### src/inc/irq_ctrl_pkg.sv
/*
 Package for the four-source vectored interrupt controller: register
 offsets, field positions, vectors and carrier types.
 Assumes an 8-bit data memory bus and an 11-bit program counter.
*/
package irq_ctrl_pkg;
   // ==========================================================
   // Register map
   localparam logic [7:0] PRI_ADDR = 8'h0B;
   localparam logic [7:0] SEC_ADDR = 8'h1E;
   localparam logic [7:0] PRI_RESET = 8'h00;
   localparam logic [7:0] SEC_RESET = 8'h00;
   // ==========================================================
   // Primary register fields
   localparam int PRI_MASTER_BIT = 0;
   localparam int PRI_EXT_EN_BIT = 1;
   localparam int PRI_TB_EN_BIT = 2;
   localparam int PRI_RTC_EN_BIT = 3;
   localparam int PRI_EXT_FLAG_BIT = 4;
   localparam int PRI_TB_FLAG_BIT = 5;
   localparam int PRI_RTC_FLAG_BIT = 6;
   // ==========================================================
   // Secondary register fields
   localparam int SEC_TMR_EN_BIT = 0;
   localparam int SEC_TMR_FLAG_BIT = 4;
   // ==========================================================
   // Vectors
   localparam logic [10:0] VEC_EXT = 11'h004;
   localparam logic [10:0] VEC_TB = 11'h008;
   localparam logic [10:0] VEC_RTC = 11'h00C;
   localparam logic [10:0] VEC_TMR = 11'h010;
   // ==========================================================
   // Stack
   localparam int STACK_LEVELS = 4;
   localparam int PC_W = 11;
   // Source index order is also priority order, 0 highest
   localparam int SRC_EXT = 0;
   localparam int SRC_TB = 1;
   localparam int SRC_RTC = 2;
   localparam int SRC_TMR = 3;

   // Data memory access carrier
   typedef struct packed {
      logic wr;
      logic [7:0] addr;
      logic [7:0] wdata;
   } mem_acc_t;

   // Call request toward the sequencer
   typedef struct packed {
      logic valid;
      logic [10:0] vector;
   } call_req_t;
endpackage

### src/irq_ret_stack.sv
/*
 Four-level return address stack with its pointer.
 Assumes one push or pop per cycle from the sequencer; push wins if both.
*/
`timescale 1ns/10ps
`default_nettype none
module irq_ret_stack
   import irq_ctrl_pkg::*;
#(
   parameter int LEVELS = STACK_LEVELS
) (
   input wire logic clk,           // System clock
   input wire logic resetn,        // Async reset, low
   input wire logic push,          // Save address
   input wire logic pop,           // Restore address
   input wire logic [PC_W-1:0] push_pc, // Address saved
   output logic [PC_W-1:0] top_pc, // Most recent entry
   output logic full               // All levels taken
);
   logic [PC_W-1:0] mem_r [LEVELS];
   logic [2:0] depth_r;
   logic [1:0] wp_r;

   // ==========================================================
   // Pointer; an overfull push wraps and loses the oldest entry
   always_ff @(posedge clk or negedge resetn) begin
      if (!resetn) begin
         depth_r <= 3'h0;
         wp_r <= 2'h0;
      end else if (push) begin
         wp_r <= wp_r + 2'h1;
         if (depth_r != 3'(LEVELS)) begin
            depth_r <= depth_r + 3'h1;
         end
      end else if (pop && depth_r != 3'h0) begin
         wp_r <= wp_r - 2'h1;
         depth_r <= depth_r - 3'h1;
      end
   end

   // Storage
   always_ff @(posedge clk) begin
      if (push) begin
         mem_r[wp_r] <= push_pc;
      end
   end

   assign top_pc = mem_r[wp_r - 2'h1];
   assign full = (depth_r == 3'(LEVELS));
endmodule
`default_nettype wire

### src/irq_ctrl.sv
/*
 Vectored interrupt controller with four sources, its control registers
 and the return address stack.
 Assumes the sequencer pulses instruction strobes for one cycle and
 takes a call request only on a phase two pulse.
*/
`timescale 1ns/10ps
`default_nettype none
module irq_ctrl
   import irq_ctrl_pkg::*;
(
   input wire logic CLK,              // 25 MHz clock
   input wire logic RESETN,           // Async reset, low
   input wire logic EXT_IRQ_N,        // External pin, active low
   input wire logic TMRA_OVF,         // Timer A overflow pulse
   input wire logic TMRB_OVF,         // Timer B overflow pulse
   input wire logic TB_TICK,          // Time base tick pulse
   input wire logic RTC_TICK,         // RTC tick pulse
   input wire logic PHASE_TWO_PULSE,  // Second phase strobe
   input wire mem_acc_t MEM,          // Data memory access
   input wire logic CALL_OP,          // Subroutine call pulse
   input wire logic SUB_RETURN_OP,    // Plain return pulse
   input wire logic ISR_RETURN_OP,    // Interrupt return pulse
   input wire logic HALT_OP,          // Halt entry pulse
   input wire logic [PC_W-1:0] PC,    // Current program counter
   output call_req_t CALL_REQ,        // Vector call pulse
   output logic [PC_W-1:0] RET_PC,    // Return address
   output logic [7:0] RDATA,          // Register read data
   output logic HALTED,               // Halt mode state
   output logic WAKE,                 // Wake pulse
   output logic STACK_FULL            // Stack fully occupied
);
   // ==========================================================
   // Declarations
   logic [2:0] ext_sync_r;
   logic ext_prev_r;
   logic ext_fall;
   logic master_r;
   logic [3:0] en_r;
   logic [3:0] flag_r;
   logic [3:0] flag_nxt;
   logic [3:0] hw_set;
   logic [3:0] halt_mask_r;
   logic [3:0] pend;
   logic [3:0] grant;
   logic ack;
   logic push;
   logic pop;
   logic full;
   logic [PC_W-1:0] top_pc;
   logic wr_pri;
   logic wr_sec;

   // One-hot highest priority pick, index 0 first
   function automatic logic [3:0] pick(input logic [3:0] req);
      logic [3:0] g;
      g = 4'h0;
      for (int i = 3; i >= 0; i--) begin
         if (req[i]) begin
            g = 4'h0;
            g[i] = 1'b1;
         end
      end
      return g;
   endfunction

   function automatic logic [PC_W-1:0] vec_of(input logic [3:0] g);
      logic [PC_W-1:0] v;
      v = VEC_TMR;
      if (g[SRC_EXT]) v = VEC_EXT;
      else if (g[SRC_TB]) v = VEC_TB;
      else if (g[SRC_RTC]) v = VEC_RTC;
      return v;
   endfunction

   // ==========================================================
   // External pin synchroniser; stage 0 feeds only stage 1
   always_ff @(posedge CLK or negedge RESETN) begin
      if (!RESETN) begin
         ext_sync_r <= 3'h7;
         ext_prev_r <= 1'b1;
      end else begin
         ext_sync_r <= {ext_sync_r[1:0], EXT_IRQ_N};
         if (ext_sync_r[1] == ext_sync_r[2]) begin
            ext_prev_r <= ext_sync_r[2];
         end
      end
   end
   assign ext_fall = ext_prev_r && !ext_sync_r[2] && !ext_sync_r[1];

   // ==========================================================
   // Decode and arbitration
   assign wr_pri = MEM.wr && (MEM.addr == PRI_ADDR);
   assign wr_sec = MEM.wr && (MEM.addr == SEC_ADDR);
   assign hw_set[SRC_EXT] = ext_fall;
   assign hw_set[SRC_TB] = TB_TICK;
   assign hw_set[SRC_RTC] = RTC_TICK;
   assign hw_set[SRC_TMR] = TMRA_OVF | TMRB_OVF;
   // Master gate blocks all while a handler runs
   assign pend = flag_r & en_r & {4{master_r}};
   assign grant = pick(pend);
   // Sampled on phase two; a full stack holds it off until a pop
   assign ack = PHASE_TWO_PULSE && (pend != 4'h0) && !full && !HALTED;
   assign push = ack || CALL_OP;
   assign pop = SUB_RETURN_OP || ISR_RETURN_OP;

   // ==========================================================
   // Request flags: software write, then ack clear, then hardware set
   always_comb begin
      flag_nxt = flag_r;
      if (wr_pri) begin
         flag_nxt[SRC_EXT] = MEM.wdata[PRI_EXT_FLAG_BIT];
         flag_nxt[SRC_TB] = MEM.wdata[PRI_TB_FLAG_BIT];
         flag_nxt[SRC_RTC] = MEM.wdata[PRI_RTC_FLAG_BIT];
      end
      if (wr_sec) begin
         flag_nxt[SRC_TMR] = MEM.wdata[SEC_TMR_FLAG_BIT];
      end
      if (ack) begin
         flag_nxt = flag_nxt & ~grant;
      end
      flag_nxt = flag_nxt | hw_set;
   end

   always_ff @(posedge CLK or negedge RESETN) begin
      if (!RESETN) begin
         flag_r <= 4'h0;
      end else begin
         flag_r <= flag_nxt;
      end
   end

   // ==========================================================
   // Enables; ack clear outranks a same-cycle write to the master bit
   always_ff @(posedge CLK or negedge RESETN) begin
      if (!RESETN) begin
         master_r <= PRI_RESET[PRI_MASTER_BIT];
         en_r <= 4'h0;
      end else begin
         if (wr_pri) begin
            master_r <= MEM.wdata[PRI_MASTER_BIT];
            en_r[SRC_EXT] <= MEM.wdata[PRI_EXT_EN_BIT];
            en_r[SRC_TB] <= MEM.wdata[PRI_TB_EN_BIT];
            en_r[SRC_RTC] <= MEM.wdata[PRI_RTC_EN_BIT];
         end
         if (wr_sec) begin
            en_r[SRC_TMR] <= MEM.wdata[SEC_TMR_EN_BIT];
         end
         if (ISR_RETURN_OP) begin
            master_r <= 1'b1;
         end
         if (ack) begin
            master_r <= 1'b0;
         end
      end
   end

   // ==========================================================
   // Halt and wake; flags already up at entry cannot wake
   always_ff @(posedge CLK or negedge RESETN) begin
      if (!RESETN) begin
         HALTED <= 1'b0;
         WAKE <= 1'b0;
         halt_mask_r <= 4'h0;
      end else begin
         WAKE <= 1'b0;
         if (HALT_OP && !HALTED) begin
            HALTED <= 1'b1;
            halt_mask_r <= flag_r;
         end else if (HALTED && ((flag_r & ~halt_mask_r) != 4'h0)) begin
            HALTED <= 1'b0;
            WAKE <= 1'b1;
         end
      end
   end

   // ==========================================================
   // Outputs, all registered
   always_ff @(posedge CLK or negedge RESETN) begin
      if (!RESETN) begin
         CALL_REQ <= '0;
         RET_PC <= '0;
         STACK_FULL <= 1'b0;
      end else begin
         CALL_REQ.valid <= ack;
         CALL_REQ.vector <= ack ? vec_of(grant) : CALL_REQ.vector;
         RET_PC <= top_pc;
         STACK_FULL <= full;
      end
   end

   // Read data: unused bits are zero
   always_ff @(posedge CLK or negedge RESETN) begin
      if (!RESETN) begin
         RDATA <= 8'h00;
      end else if (MEM.addr == PRI_ADDR) begin
         RDATA <= {1'b0, flag_r[SRC_RTC], flag_r[SRC_TB], flag_r[SRC_EXT],
                   en_r[SRC_RTC], en_r[SRC_TB], en_r[SRC_EXT],
                   master_r};
      end else if (MEM.addr == SEC_ADDR) begin
         RDATA <= {3'h0, flag_r[SRC_TMR], 3'h0, en_r[SRC_TMR]};
      end else begin
         RDATA <= 8'h00;
      end
   end

   // ==========================================================
   // Return address stack, program counter only
   irq_ret_stack #(.LEVELS(STACK_LEVELS)) u_stack (
      .clk(CLK),
      .resetn(RESETN),
      .push(push),
      .pop(pop),
      .push_pc(PC),
      .top_pc(top_pc),
      .full(full)
   );
endmodule
`default_nettype wire

### config.mk
export PLATFORM = sky130hd
export DESIGN_NAME = irq_ctrl
export DESIGN_NICKNAME = d
export VERILOG_FILES = /design/src/inc/irq_ctrl_pkg.sv /design/src/irq_ret_stack.sv /design/src/irq_ctrl.sv
export SDC_FILE = /design/constraint.sdc
export NUM_CORES = 1
export LEC_CHECK = 0
export BUFFER_PORTS_ARGS = -buffer_cell sky130_fd_sc_hd__buf_2
export CORE_UTILIZATION = 25
export CTS_CLUSTER_DIAMETER = 100
export DETAILED_ROUTE_END_ITERATION = 8
export SYNTH_ARGS = -nofsm -noshare
export SYNTH_HDL_FRONTEND = slang
export SYNTH_SLANG_ARGS = --single-unit
### constraint.sdc
create_clock -name CLK -period 3.75 [get_ports CLK]
set_clock_uncertainty 0.05 [all_clocks]
set_input_delay 0.375 -clock CLK [delete_from_list [all_inputs] [get_ports CLK]]
set_output_delay 0.375 -clock CLK [all_outputs]
set_load 0.01 [all_outputs]
==> metrics.txt <==
critical path, cell by cell nor3b_4, a2111o_4, nand2b_2, and2_1; H-tree lvl count 3; CP Data Required Time between 3 and 4 ns; TNS Setup 0 ns; Top-Level Pins 74; drt via density 4.31; PortBufs 63; first-pass GRT wire length 11200 µm; post-synth cell types slightly above 50; wire per inst roughly 15 µm; die area 14800 µm²; Detail Placement HPWL 4950 µm; Remaining DRCs 0; placeable core area 13900 µm²; CTS Root Cell clkbuf_16; Synth Instances 221; number of max-cap violations 0; post-layout worst setup margin 1.41 ns; post-synthesis sequential area ratio 69.7%; Worst Setup Start Kind flop; fin crit period 2.34 ns; RD Place Congestion between 0.7 and 0.8; vias in the first global route just over 2000; Final Max Tran Viols 0; Total GRT Usage 10.4%; 1st-pass router iterations 4; ys async rst share 51.6%; largest stage delay on the critical path 0.57 ns; pwr/cell area 709 nW/µm²; Layout area overhead 22.0%; synthesized flop and latch total 91; Rel. slew slack 28.9%; Skew-Pair Late Insertion Delay around 0.34 ns; endpoint class of the critical path flop; crit-path leading delay family simple AND/OR/NAND/NOR gates; post-route ant nets 0; Min-Delay Path Class input pin to flop; Post-synth EDFFs 44; status finished, final reports clean; Cell Rows 43; ys flop type edfxtp_1; post-CTS setup buffers 0; maximum vdd drop 0.345 mV; DIE WIDTH 122 µm; DR vias 2052; synthesized cell area 3590 µm²; # hold bufs at CTS 0; count of clock tree sinks 91; Setup Viol. Count Final 0; gr ovfl total 0; RSZ-0062 raised after global routing false; CP max-delay cell and2_1; fmax 0.427 GHz; largest net degree at the start of global routing 48; initial antenna violation count 0; die height around 120 µm; WHS 0.0943 ns; pre-CTS worst setup slack 1.37 ns; initial core utilization around 26%; TritonCTS buffer count 9; Crit Path Class flop to flop; Worst EP arrival 2.27 ns; worst-margin pin slew ~1.1 ns; Clock transition at path regs 0.06 ns; CP max FO 11; static leakage 0.00186 µW; Post-Route WL 7140 µm; Avg Inst Size Synth 16.2 µm²; CTS tree yes; Crit path buffers/inverters 0; fraction of layout cells with a size suffix above 1 37.5%; Initial DRC Count slightly above 90; Resize count post-CTS 0; fin crit share a little over three fifths; Clock Tree Buf Depth 2; Synthesis Warnings 0; Antenna Cells 0; Hold Vio Cnt, Final 0; layout net count 336
[metrics by stage]
| step | power (µW) | utilization [%] | cells | area [µm²] |
|---|---|---|---|---|
| 4_1_cts | 3160 | 31.4 | 476 | 4380 |
| 3_5_place_dp | 2250 | 29.3 | 460 | 4080 |
| 3_3_place_gp | 2220 | 29.3 | 460 | 4080 |
| 6_report | 3100 | 31.4 | 476 | 4380 |
| 2_1_floorplan | 1960 | - | 229 | 3620 |
| 5_1_grt | 3280 | 31.4 | 476 | 4380 |
[logic make-up (layout without fill, tap and decap cells)]
logic type | after synthesis | count (layout) | share of synthesized area [%]
AND/OR/NAND/NOR | 47 | 47 | 7.18
flip-flops | 91 | 91 | 69.7
AO/OA/AOI/OAI | 27 | 27 | 6.03
multiplexers | 23 | 23 | 10.6
other | 1 | 9 | 0.104
XOR/XNOR | 3 | 3 | 0.732
buffers and inverters | 23 | 90 | 3.62
adder cells (fa/ha/maj) | 6 | 6 | 2.02
[metal layers]
metal | GRT usage (%) | share of wire, % | wire [µm] | up-vias
met4 | 3.70 | 0.76 | 54 | 0
met3 | 3.93 | 5.2 | 368 | 6
met5 | 0 | 0 | 0 | -
met2 | 17.2 | 50 | 3600 | 57
met1 | 12.4 | 44 | 3120 | 1036
li1 | - | - | - | 953
[power breakdown]
part | internal (µW) | switching (µW) | leakage [µW] | total (µW)
logic | 377 | 413 | 0.000753 | 790
clock network | 520 | 380 | 0.000148 | 900
registers | 1290 | 118 | 0.000964 | 1410
total | 2190 | 911 | 0.00186 | 3100
[synthesized netlist by cell type (all sizes together) (5+ instances only)]
library cell	n	area (µm²)
and3	6	37.5
buf	13	92.6
dfrtp	43	1080
edfxtp	44	1320
ha	5	62.6
inv	9	33.8
mux2	7	82.6
mux2i	5	50.1
mux4	11	248
nand2	11	41.3
nand3	6	35.0
nor2	9	36.3
[registers in the layout, summed over array words and instances (netlist names)]
register,count
CALL_REQ,4
HALTED,1
RDATA,7
RET_PC,11
STACK_FULL,1
WAKE,1
en_r,4
ext_prev_r,1
ext_sync_r,3
flag_r,4
halt_mask_r,4
master_r,1
u_stack.depth_r,3
u_stack.mem_r,44
u_stack.wp_r,2
[worst paths after layout]
path / start / to / slack, ns / cells past startpoint
max: u_stack.depth_r[2] / u_stack.mem_r[1][3] / 1.41 / 4
min: EXT_IRQ_N / ext_sync_r[0] / 0.09 / 1
max reg2reg: u_stack.depth_r[2] / u_stack.mem_r[1][3] / 1.41 / 4
min reg2reg: ext_sync_r[0] / ext_sync_r[1] / 0.31 / 0
max in group asynchronous: RESETN / RDATA[0] / 2.81 / 1
min in group asynchronous: RESETN / flag_r[3] / 0.19 / 1
[layout by cell type (no fill, tap or decap), types with 5 or more instances in the layout]
cell type / instances
buf_2: 63
edfxtp_1: 44
dfrtp_1: 43
nand2_1: 11
mux4_2: 11
conb_1: 9
clkbuf_16: 9
nor2_1: 8
inv_1: 8
and3_1: 6
mux2_2: 6
nand3_1: 5
mux2i_1: 5
ha_1: 5
[cell type report]
cell class              count  area (µm²)
clock inverters             7        73.8
inverters                   9        33.8
flip-flops and latches     91        2500
fillers                  1383        9560
multi-input cells         115         987
well taps                 180         225
clock buffers               9         225
repair buffers             65         330
(Power assumes the default switching activity.)
